[src/design/dhg_pkg.sv]
// constants and types for the dram hole and graphics memory decode block
package dhg_pkg;
    localparam logic [11:0] HOLE_CTRL_OFS = 12'h058;
    localparam logic [11:0] SYSMGMT_CTRL_OFS = 12'h070;
    localparam logic [7:0] HOLE_CTRL_RST = 8'h00;
    localparam logic [7:0] SYSMGMT_CTRL_RST = 8'h00;
    localparam int HOLE_EN_BIT = 7;
    localparam int GMODE_LSB = 6;
    localparam int LOCK_BIT = 1;
    localparam logic [1:0] GMODE_OFF = 2'h0;
    localparam logic [1:0] GMODE_RSVD = 2'h1;
    localparam logic [1:0] GMODE_512K = 2'h2;
    localparam logic [1:0] GMODE_1M = 2'h3;
    localparam logic [31:0] RSV_NONE = 32'h0000_0000;
    localparam logic [31:0] RSV_512K = 32'h0008_0000;
    localparam logic [31:0] RSV_1M = 32'h0010_0000;
    localparam logic [31:0] HOLE_BASE = 32'h00f0_0000;
    localparam logic [31:0] HOLE_LIMIT = 32'h0100_0000;
    localparam logic [31:0] VGA_BASE = 32'h000a_0000;
    localparam logic [31:0] VGA_LIMIT = 32'h000c_0000;
    localparam logic [1:0] HTRANS_NONSEQ = 2'h2;
    localparam logic HRESP_OKAY = 1'b0;
    typedef enum logic [1:0] {RT_DRAM, RT_GFX, RT_HUB} dhg_route_t;
endpackage : dhg_pkg

[src/design/dhg_cfg_if.sv]
// configuration carried from the register bank to the cycle routers
`timescale 1ns/1ns
interface dhg_cfg_if;
    logic hole_en;
    logic gfx_en;
    logic [31:0] stolen_base;
    logic [31:0] mem_top;
    modport src (output hole_en, output gfx_en, output stolen_base, output mem_top);
    modport dst (input hole_en, input gfx_en, input stolen_base, input mem_top);
endinterface : dhg_cfg_if

[src/design/dhg_decode.sv]
// register bank and cycle steering for the dram hole and graphics memory decode
// Operation
// - enabled hole sends host cycles to hub
// - enabled hole drops hub interface cycles there
// - hole dram is never remapped elsewhere
// - hole enable bit 7, reset off, 15-16MB
// - graphics mode picks off, on with no memory (01), 512KB or 1MB
// - mode 00 hides graphics config, no memory
// - graphics off gates its clocks and functions
// - graphics off forwards vga range to hub
// - graphics on serves non-smm vga, modes 10 and 11 reserve memory
// - lock bit freezes graphics mode field
//
// Local design decision: the AHB-Lite register port.
`timescale 1ns/1ns
module dhg_decode (
    input wire logic hclk,
    input wire logic hresetn,
    input wire logic hsel,
    input wire logic [31:0] haddr,
    input wire logic [1:0] htrans,
    input wire logic hwrite,
    input wire logic [2:0] hsize,
    input wire logic [31:0] hwdata,
    input wire logic hready,
    output logic hreadyout,
    output logic [31:0] hrdata,
    output logic hresp,
    input wire logic [31:0] mem_top,
    input wire logic host_req,
    input wire logic [31:0] host_addr,
    input wire logic host_smm,
    output logic host_ack,
    output dhg_pkg::dhg_route_t host_route,
    output logic [31:0] host_dram_addr,
    input wire logic hub_req,
    input wire logic [31:0] hub_addr,
    output logic hub_done,
    output logic hub_accept,
    output logic gfx_enable,
    output logic gfx_cfg_visible,
    output logic gfx_clk_en,
    output logic [31:0] gfx_stolen_base
);
    logic hole_en_q;
    logic hole_en_d;
    logic [1:0] gmode_q;
    logic [1:0] gmode_d;
    logic lock_q;
    logic lock_d;
    logic wr_pend_q;
    logic [11:0] wr_addr_q;
    logic addr_phase;
    logic [31:0] rd_word;
    logic [31:0] reserve;
    logic [31:0] stolen;
    dhg_pkg::dhg_route_t host_route_c;
    dhg_pkg::dhg_route_t hub_route_c;
    logic hreadyout_q;
    logic [31:0] hrdata_q;
    logic hresp_q;
    logic host_ack_q;
    dhg_pkg::dhg_route_t host_route_q;
    logic [31:0] host_dram_addr_q;
    logic hub_done_q;
    logic hub_accept_q;
    logic gfx_enable_q;
    logic gfx_cfg_visible_q;
    logic gfx_clk_en_q;
    logic [31:0] gfx_stolen_base_q;

    dhg_cfg_if cfg ();

    // bus address phase and data phase tracking
    assign addr_phase = hsel && hready && (htrans == dhg_pkg::HTRANS_NONSEQ);

    always_ff @(posedge hclk or negedge hresetn)
    begin
        if (!hresetn)
        begin
            wr_pend_q <= 1'b0;
            wr_addr_q <= 12'h000;
        end
        else
        begin
            wr_pend_q <= addr_phase && hwrite;
            if (addr_phase)
                wr_addr_q <= {haddr[11:2], 2'h0};
        end
    end

    // register next values from the write in its data phase
    always_comb
    begin
        hole_en_d = hole_en_q;
        gmode_d = gmode_q;
        lock_d = lock_q;
        if (wr_pend_q && (wr_addr_q == dhg_pkg::HOLE_CTRL_OFS))
            hole_en_d = hwdata[dhg_pkg::HOLE_EN_BIT];
        if (wr_pend_q && (wr_addr_q == dhg_pkg::SYSMGMT_CTRL_OFS))
        begin
            if (!lock_q)
                gmode_d = hwdata[dhg_pkg::GMODE_LSB +: 2];
            lock_d = lock_q | hwdata[dhg_pkg::LOCK_BIT];
        end
    end

    // hole control register
    always_ff @(posedge hclk or negedge hresetn)
    begin
        if (!hresetn)
            hole_en_q <= dhg_pkg::HOLE_CTRL_RST[dhg_pkg::HOLE_EN_BIT];
        else
            hole_en_q <= hole_en_d;
    end

    // graphics mode and lock
    always_ff @(posedge hclk or negedge hresetn)
    begin
        if (!hresetn)
        begin
            gmode_q <= dhg_pkg::SYSMGMT_CTRL_RST[dhg_pkg::GMODE_LSB +: 2];
            lock_q <= dhg_pkg::SYSMGMT_CTRL_RST[dhg_pkg::LOCK_BIT];
        end
        else
        begin
            gmode_q <= gmode_d;
            lock_q <= lock_d;
        end
    end

    // read mux sees this cycle's write so back to back access is coherent
    always_comb
    begin
        rd_word = 32'h0000_0000;
        if (haddr[11:0] == dhg_pkg::HOLE_CTRL_OFS)
            rd_word[dhg_pkg::HOLE_EN_BIT] = hole_en_d;
        else if (haddr[11:0] == dhg_pkg::SYSMGMT_CTRL_OFS)
        begin
            rd_word[dhg_pkg::GMODE_LSB +: 2] = gmode_d;
            rd_word[dhg_pkg::LOCK_BIT] = lock_d;
        end
    end

    // bus answer, zero wait states, always okay
    always_ff @(posedge hclk or negedge hresetn)
    begin
        if (!hresetn)
        begin
            hreadyout_q <= 1'b1;
            hresp_q <= dhg_pkg::HRESP_OKAY;
            hrdata_q <= 32'h0000_0000;
        end
        else
        begin
            hreadyout_q <= 1'b1;
            hresp_q <= dhg_pkg::HRESP_OKAY;
            if (addr_phase && !hwrite)
                hrdata_q <= rd_word;
        end
    end

    // graphics memory reservation below top of dram
    always_comb
    begin
        unique case (gmode_q)
            dhg_pkg::GMODE_512K: reserve = dhg_pkg::RSV_512K;
            dhg_pkg::GMODE_1M: reserve = dhg_pkg::RSV_1M;
            dhg_pkg::GMODE_RSVD: reserve = dhg_pkg::RSV_NONE;
            dhg_pkg::GMODE_OFF: reserve = dhg_pkg::RSV_NONE;
        endcase
    end

    assign stolen = mem_top - reserve;
    assign cfg.hole_en = hole_en_q;
    assign cfg.gfx_en = (gmode_q != dhg_pkg::GMODE_OFF);
    assign cfg.stolen_base = stolen;
    assign cfg.mem_top = mem_top;

    dhg_router u_host_rt (
        .cfg(cfg),
        .addr(host_addr),
        .smm(host_smm),
        .route(host_route_c)
    );

    // hub interface cycles carry no smm qualifier
    dhg_router u_hub_rt (
        .cfg(cfg),
        .addr(hub_addr),
        .smm(1'b0),
        .route(hub_route_c)
    );

    // host cycle result, dram address passed through untouched
    always_ff @(posedge hclk or negedge hresetn)
    begin
        if (!hresetn)
        begin
            host_ack_q <= 1'b0;
            host_route_q <= dhg_pkg::RT_HUB;
            host_dram_addr_q <= 32'h0000_0000;
        end
        else
        begin
            host_ack_q <= host_req;
            if (host_req)
            begin
                host_route_q <= host_route_c;
                host_dram_addr_q <= host_addr;
            end
        end
    end

    // hub interface cycle claim, hub-bound decodes are ignored
    always_ff @(posedge hclk or negedge hresetn)
    begin
        if (!hresetn)
        begin
            hub_done_q <= 1'b0;
            hub_accept_q <= 1'b0;
        end
        else
        begin
            hub_done_q <= hub_req;
            hub_accept_q <= hub_req && (hub_route_c != dhg_pkg::RT_HUB);
        end
    end

    // graphics device enables
    always_ff @(posedge hclk or negedge hresetn)
    begin
        if (!hresetn)
        begin
            gfx_enable_q <= 1'b0;
            gfx_cfg_visible_q <= 1'b0;
            gfx_clk_en_q <= 1'b0;
            gfx_stolen_base_q <= 32'h0000_0000;
        end
        else
        begin
            gfx_enable_q <= cfg.gfx_en;
            gfx_cfg_visible_q <= cfg.gfx_en;
            gfx_clk_en_q <= cfg.gfx_en;
            gfx_stolen_base_q <= stolen;
        end
    end

    assign hreadyout = hreadyout_q;
    assign hrdata = hrdata_q;
    assign hresp = hresp_q;
    assign host_ack = host_ack_q;
    assign host_route = host_route_q;
    assign host_dram_addr = host_dram_addr_q;
    assign hub_done = hub_done_q;
    assign hub_accept = hub_accept_q;
    assign gfx_enable = gfx_enable_q;
    assign gfx_cfg_visible = gfx_cfg_visible_q;
    assign gfx_clk_en = gfx_clk_en_q;
    assign gfx_stolen_base = gfx_stolen_base_q;

    // checks
    logic host_in_hole;
    logic host_in_vga;
    logic hub_in_hole;
    assign host_in_hole = (host_addr >= dhg_pkg::HOLE_BASE) && (host_addr < dhg_pkg::HOLE_LIMIT);
    assign host_in_vga = (host_addr >= dhg_pkg::VGA_BASE) && (host_addr < dhg_pkg::VGA_LIMIT);
    assign hub_in_hole = (hub_addr >= dhg_pkg::HOLE_BASE) && (hub_addr < dhg_pkg::HOLE_LIMIT);

    property p_hole_host;
        @(posedge hclk) disable iff (!hresetn)
        host_req && hole_en_q && host_in_hole |=> host_ack && (host_route == dhg_pkg::RT_HUB);
    endproperty
    a_hole_host: assert property (p_hole_host) else $error("hole cycle not sent to hub");

    property p_hole_hub;
        @(posedge hclk) disable iff (!hresetn)
        hub_req && hole_en_q && hub_in_hole |=> hub_done && !hub_accept;
    endproperty
    a_hole_hub: assert property (p_hole_hub) else $error("hub cycle in hole claimed");

    property p_no_remap;
        @(posedge hclk) disable iff (!hresetn)
        host_req ##1 host_ack |-> host_dram_addr == $past(host_addr);
    endproperty
    a_no_remap: assert property (p_no_remap) else $error("dram address altered");

    property p_hole_write;
        @(posedge hclk) disable iff (!hresetn)
        wr_pend_q && (wr_addr_q == dhg_pkg::HOLE_CTRL_OFS)
            |=> hole_en_q == $past(hwdata[dhg_pkg::HOLE_EN_BIT]);
    endproperty
    a_hole_write: assert property (p_hole_write) else $error("hole enable not written");

    property p_reserve;
        @(posedge hclk) disable iff (!hresetn)
        gmode_q == dhg_pkg::GMODE_1M
            |=> gfx_stolen_base == $past(mem_top) - dhg_pkg::RSV_1M;
    endproperty
    a_reserve: assert property (p_reserve) else $error("1MB reservation wrong");

    property p_gfx_hidden;
        @(posedge hclk) disable iff (!hresetn)
        (gmode_q == dhg_pkg::GMODE_OFF) [*2]
            |=> !gfx_cfg_visible && gfx_stolen_base == $past(mem_top);
    endproperty
    a_gfx_hidden: assert property (p_gfx_hidden) else $error("disabled graphics visible");

    property p_gfx_clk;
        @(posedge hclk) disable iff (!hresetn)
        $changed(gmode_q) && gmode_q == dhg_pkg::GMODE_OFF |=> !gfx_clk_en && !gfx_enable;
    endproperty
    a_gfx_clk: assert property (p_gfx_clk) else $error("graphics clock left on");

    property p_vga_off;
        @(posedge hclk) disable iff (!hresetn)
        host_req && host_in_vga && gmode_q == dhg_pkg::GMODE_OFF
            |=> host_route == dhg_pkg::RT_HUB;
    endproperty
    a_vga_off: assert property (p_vga_off) else $error("vga not forwarded");

    property p_vga_on;
        @(posedge hclk) disable iff (!hresetn)
        host_req && host_in_vga && !host_smm && gmode_q != dhg_pkg::GMODE_OFF
            |=> host_route == dhg_pkg::RT_GFX;
    endproperty
    a_vga_on: assert property (p_vga_on) else $error("vga not served by graphics");

    property p_lock;
        @(posedge hclk) disable iff (!hresetn)
        lock_q && wr_pend_q && (wr_addr_q == dhg_pkg::SYSMGMT_CTRL_OFS) |=> $stable(gmode_q);
    endproperty
    a_lock: assert property (p_lock) else $error("locked mode field written");

    property p_rsvd_zero;
        @(posedge hclk) disable iff (!hresetn)
        addr_phase && !hwrite && haddr[11:0] == dhg_pkg::HOLE_CTRL_OFS
            |=> hrdata[dhg_pkg::HOLE_EN_BIT-1:0] == 7'h00;
    endproperty
    a_rsvd_zero: assert property (p_rsvd_zero) else $error("reserved bits not zero");

    property p_rsv_half;
        @(posedge hclk) disable iff (!hresetn)
        gmode_q == dhg_pkg::GMODE_512K
            |=> gfx_stolen_base == $past(mem_top) - dhg_pkg::RSV_512K;
    endproperty
    a_rsv_half: assert property (p_rsv_half) else $error("512KB reserve wrong");

    property p_mode_write;
        @(posedge hclk) disable iff (!hresetn)
        !lock_q && wr_pend_q && (wr_addr_q == dhg_pkg::SYSMGMT_CTRL_OFS)
            |=> gmode_q == $past(hwdata[dhg_pkg::GMODE_LSB +: 2]);
    endproperty
    a_mode_write: assert property (p_mode_write) else $error("mode not written");

    property p_lock_set;
        @(posedge hclk) disable iff (!hresetn)
        wr_pend_q && (wr_addr_q == dhg_pkg::SYSMGMT_CTRL_OFS) && hwdata[dhg_pkg::LOCK_BIT]
            |=> lock_q;
    endproperty
    a_lock_set: assert property (p_lock_set) else $error("lock bit not set");

    property p_gfx_on;
        @(posedge hclk) disable iff (!hresetn)
        gmode_q != dhg_pkg::GMODE_OFF |=> gfx_enable && gfx_clk_en && gfx_cfg_visible;
    endproperty
    a_gfx_on: assert property (p_gfx_on) else $error("enabled graphics held off");
endmodule : dhg_decode

[src/design/dhg_range_match.sv]
// half-open address window compare
`timescale 1ns/1ns
module dhg_range_match #(
    parameter logic [31:0] BASE = 32'h0000_0000,
    parameter logic [31:0] LIMIT = 32'h0000_0000
) (
    input wire logic [31:0] addr,
    output logic hit
);
    assign hit = (addr >= BASE) && (addr < LIMIT);
endmodule : dhg_range_match

[src/design/dhg_router.sv]
// steers one memory cycle to dram, internal graphics or the hub interface
`timescale 1ns/1ns
module dhg_router (
    dhg_cfg_if.dst cfg,
    input wire logic [31:0] addr,
    input wire logic smm,
    output dhg_pkg::dhg_route_t route
);
    logic in_hole;
    logic in_vga;

    dhg_range_match #(.BASE(dhg_pkg::HOLE_BASE), .LIMIT(dhg_pkg::HOLE_LIMIT)) u_hole (
        .addr(addr),
        .hit(in_hole)
    );
    dhg_range_match #(.BASE(dhg_pkg::VGA_BASE), .LIMIT(dhg_pkg::VGA_LIMIT)) u_vga (
        .addr(addr),
        .hit(in_vga)
    );

    always_comb
    begin
        if (cfg.hole_en && in_hole)
            route = dhg_pkg::RT_HUB;
        else if (in_vga && cfg.gfx_en && !smm)
            route = dhg_pkg::RT_GFX;
        else if (in_vga)
            route = dhg_pkg::RT_HUB;
        else if (addr < cfg.stolen_base)
            route = dhg_pkg::RT_DRAM;
        else if (addr < cfg.mem_top)
            route = dhg_pkg::RT_GFX;
        else
            route = dhg_pkg::RT_HUB;
    end
endmodule : dhg_router

[config.mk]
export PLATFORM = sky130hd
export DESIGN_NAME = dhg_decode
export DESIGN_NICKNAME = d
export VERILOG_FILES = /design/src/design/dhg_pkg.sv /design/src/design/dhg_cfg_if.sv /design/src/design/dhg_decode.sv /design/src/design/dhg_range_match.sv /design/src/design/dhg_router.sv
export SDC_FILE = /design/constraint.sdc
export NUM_CORES = 1
export LEC_CHECK = 0
export ABC_AREA = 1
export BUFFER_PORTS_ARGS = -buffer_cell sky130_fd_sc_hd__buf_2
export CORE_UTILIZATION = 25
export CTS_BUF_LIST = sky130_fd_sc_hd__clkbuf_8
export CTS_CLUSTER_DIAMETER = 200
export CTS_CLUSTER_SIZE = 12
export DETAILED_ROUTE_END_ITERATION = 12
export GPL_ROUTABILITY_DRIVEN = 0
export GPL_TIMING_DRIVEN = 0
export SLEW_MARGIN = 20
export SYNTH_ARGS = -nofsm -noshare
export SYNTH_HDL_FRONTEND = slang
export SYNTH_SLANG_ARGS = --single-unit
export TNS_END_PERCENT = 1
[constraint.sdc]
create_clock -name hclk -period 4.6 [get_ports hclk]
set_clock_uncertainty 0.15 [all_clocks]
set_input_delay 0.92 -clock hclk [delete_from_list [all_inputs] [get_ports hclk]]
set_output_delay 0.92 -clock hclk [all_outputs]
set_load 0.05 [all_outputs]
==> metrics.csv <==
metric,value,unit
yosys warns,0,
hold_buf cts,0,
total area of sequential cells,2200,um2
Slew @ Worst Pin,0.686,ns
Post-Syn Instances,713,
number of flops mapped to enable cells by yosys,0,
CP Cell Sequence,buf_2 -> inv_1 -> ha_1 -> fa_1 -> nand2_1 -> nor2_1 -> nand4_1 -> xor2_1 -> ha_1 -> nand2_1 -> inv_1 -> nand3_1 -> nor2_1 -> nand4_1 -> nor2_1 -> nor2_1 -> nand2_1 -> nand2_1 -> a21oi_1 -> nor2_1,
Clock Tree Root,clkbuf_8,
cts repair resizes,0,
DRT Pass-1 Iters,5,
Setup CP Type,in2reg,
register area share after synthesis,37.6,%
layout filler cell count,2493,
# DRC,0,
GRT Total Usage,15.0,%
hold slack,0.308,ns
ys flop type,dfrtp_1,
first-pass GRT wire length,27300,um
synth unique cells,42,
Area growth syn-to-layout,29.0,%
Die Area,24100,um2
footprint of the multi-input gates,3140,um2
Initial DRC Count,254,
Die X,155,um
largest net degree at the start of global routing,47,
most instantiated cells after synthesis,"nand2_1, inv_1, ha_1",
"Period Utilization, post-route",77.4,%
clock sink count,88,
crit path max fanout,4,
Final setup viols,0,
Placeable Area,22800,um2
Sum Neg Setup Slack,0,ns
Hold Fails Final Rpt,0,
H-tree Lvls,3,
routed vias/inst,4.17,
critical path's slowest cell,fa_1,
clk slew on worst S/H paths,0.10,ns
antenna cell count,0,
final wirelength,17600,um
initial antenna violation count,2,
"Net count, final",1211,
number of I/O pins,279,
CP Launch Type,input port,
share of layout cells above drive strength 1,27.8,%
Syn Std Cell Area,5870,um2
Pleak,4.30,nW
status,"finished, final reports clean",
vias in the first global route,5224,
clock latency on the worst-skew pair,0.38,ns
routed len/inst,13.9,um
CP most frequent cell,nor2_1,
cell with the most instances after synthesis,nand2_1,
Yosys top cell by area,dfrtp_1,
Final ANT Viol Nets,0,
# Post-CTS Setup Buffers,0,
critical path required time,4.72,ns
Power Density,280,nW/um2
synthesized area per cell,8.23,um2
FP Rows,55,
f_max,281,MHz
grt total ovfl,0,
RSZ-0062 raised after global routing,false,
Slew headroom,53.8,%
Max VDD drop,0.122,mV
area fraction of the dominant cell type after synthesis,37.1,%
max_cap viols,0,
CP Capture Type,register,
PortBufs,195,
critical path's largest stage delay,0.45,ns
DR vias,5288,
clk buf depth,2,
die height,155,um
Area contributors post-synth,"dfrtp_1, ha_1, nand2_1, inv_1, buf_4",
Slew Limit Fails,0,
CTS tree,yes,
CTS Buf Count,9,
post-DP HPWL,14700,um
min Tclk post-route,3.56,ns
HP Class,in2async,
Initial Util,25.7,%
#FFs+latches synth,88,
async set or reset register ratio after synthesis,100,%
crit path DAT,3.68,ns
[state kept, by name, summed over array words and instances, names as in the netlist]
signal	count
gmode_q	2
lock_q	1
wr_pend_q	1
host_dram_addr	32
gfx_clk_en	1
gfx_stolen_base	32
hrdata	3
cfg.hole_en	1
wr_addr_q	10
host_ack	1
host_route	2
hub_accept	1
hub_done	1
[critical path, delay by kind of cell]
family                   cells  cell delay, ns
AO/OA/AOI/OAI                1            0.16
AND/OR/NAND/NOR             12            1.16
adder cells (fa/ha/maj)      3            0.89
XOR/XNOR                     1            0.33
buffers and inverters        3            0.23
[cell type report]
type                    count  share of cell area, %
clock buffers               9                   1.64
inverters                  94                   4.66
plain buffers              42                   3.74
well taps                 313                   5.17
flip-flops and latches     88                   29.1
multi-input cells         518                   41.4
clock inverters             7                  0.909
repair buffers            196                   13.3
[power breakdown]
part | switching [mW] | internal [mW] | total (mW) | leakage, nW
logic | 0.495 | 0.208 | 0.703 | 3.14
registers | 0.0298 | 0.838 | 0.868 | 1.06
clock network | 0.334 | 0.215 | 0.549 | 0.101
total | 0.859 | 1.26 | 2.12 | 4.30
[path summary, 6_finish.rpt]
check,start,end,slack [ns],cells after the start
setup / recovery,mem_top[19],hub_accept,1.04,20
hold / removal,hresetn,host_dram_addr[5],0.31,1
setup reg to reg,gmode_q[1],hub_accept,1.29,20
hold reg to reg,host_dram_addr[13],host_dram_addr[13],0.32,2
max in group asynchronous,hresetn,gfx_stolen_base[19],3.41,2
min in group hclk,host_dram_addr[13],host_dram_addr[13],0.32,2
[cell usage in the layout, fill, tap and decap left out, types with 2 or more instances in the layout]
cell type	instances
buf_2	195
mux2_2	2
o21ai_2	3
inv_1	94
inv_6	3
a21o_1	2
nand3_2	2
nor4_1	2
clkbuf_8	9
clkbuf_1	8
o21a_1	2
a31oi_1	2
nand4_1	17
conb_1	31
o21ai_0	29
nor3_1	15
buf_4	33
a21oi_1	42
nand2_2	4
dfrtp_1	87
nand3b_1	4
nand3_1	26
a22o_1	2
xor2_1	8
and3_1	2
a211oi_1	2
nand2_1	178
nor2_1	40
nor2_2	2
inv_8	3
ha_1	88
[cell families after synthesis]
kind of cell	count (synthesis)	share of synthesized area (%)
other	2	0.128
xor gates and xnor gates	8	1.19
and+or+nand+nor	297	21.9
muxes	3	0.554
buffers and inverters	136	10.8
DFF	88	37.6
adders and majority gates	89	19.1
AOI/OAI and AO/OA	90	8.72
[per-layer routing]
layer / vias up / GRT usage, % / part of all wire, % / wire length, um
met5: - / 0 / 0.11 / 20
met4: 4 / 4.81 / 1.6 / 278
met3: 23 / 3.51 / 5.9 / 1040
met2: 153 / 25.2 / 46 / 8150
met1: 2355 / 18.8 / 46 / 8080
li1: 2753 / - / - / -
[per-stage QoR]
| step | area (um2) | util [%] | std cells | setup slack (ns) | total power [mW] |
|---|---|---|---|---|---|
| global placement | 7340 | 32.1 | 1250 | 0.630 | 1.57 |
| finish | 7570 | 33.1 | 1267 | 1.04 | 2.12 |
| global route | 7570 | 33.1 | 1267 | 0.806 | 2.27 |
| floorplan | 5980 | - | 742 | 1.35 | 1.36 |
| detailed placement | 7380 | 32.3 | 1251 | 0.616 | 1.59 |
| CTS | 7570 | 33.1 | 1267 | 1.04 | 2.16 |
No activity file was read; power rests on OpenSTA's default activity.
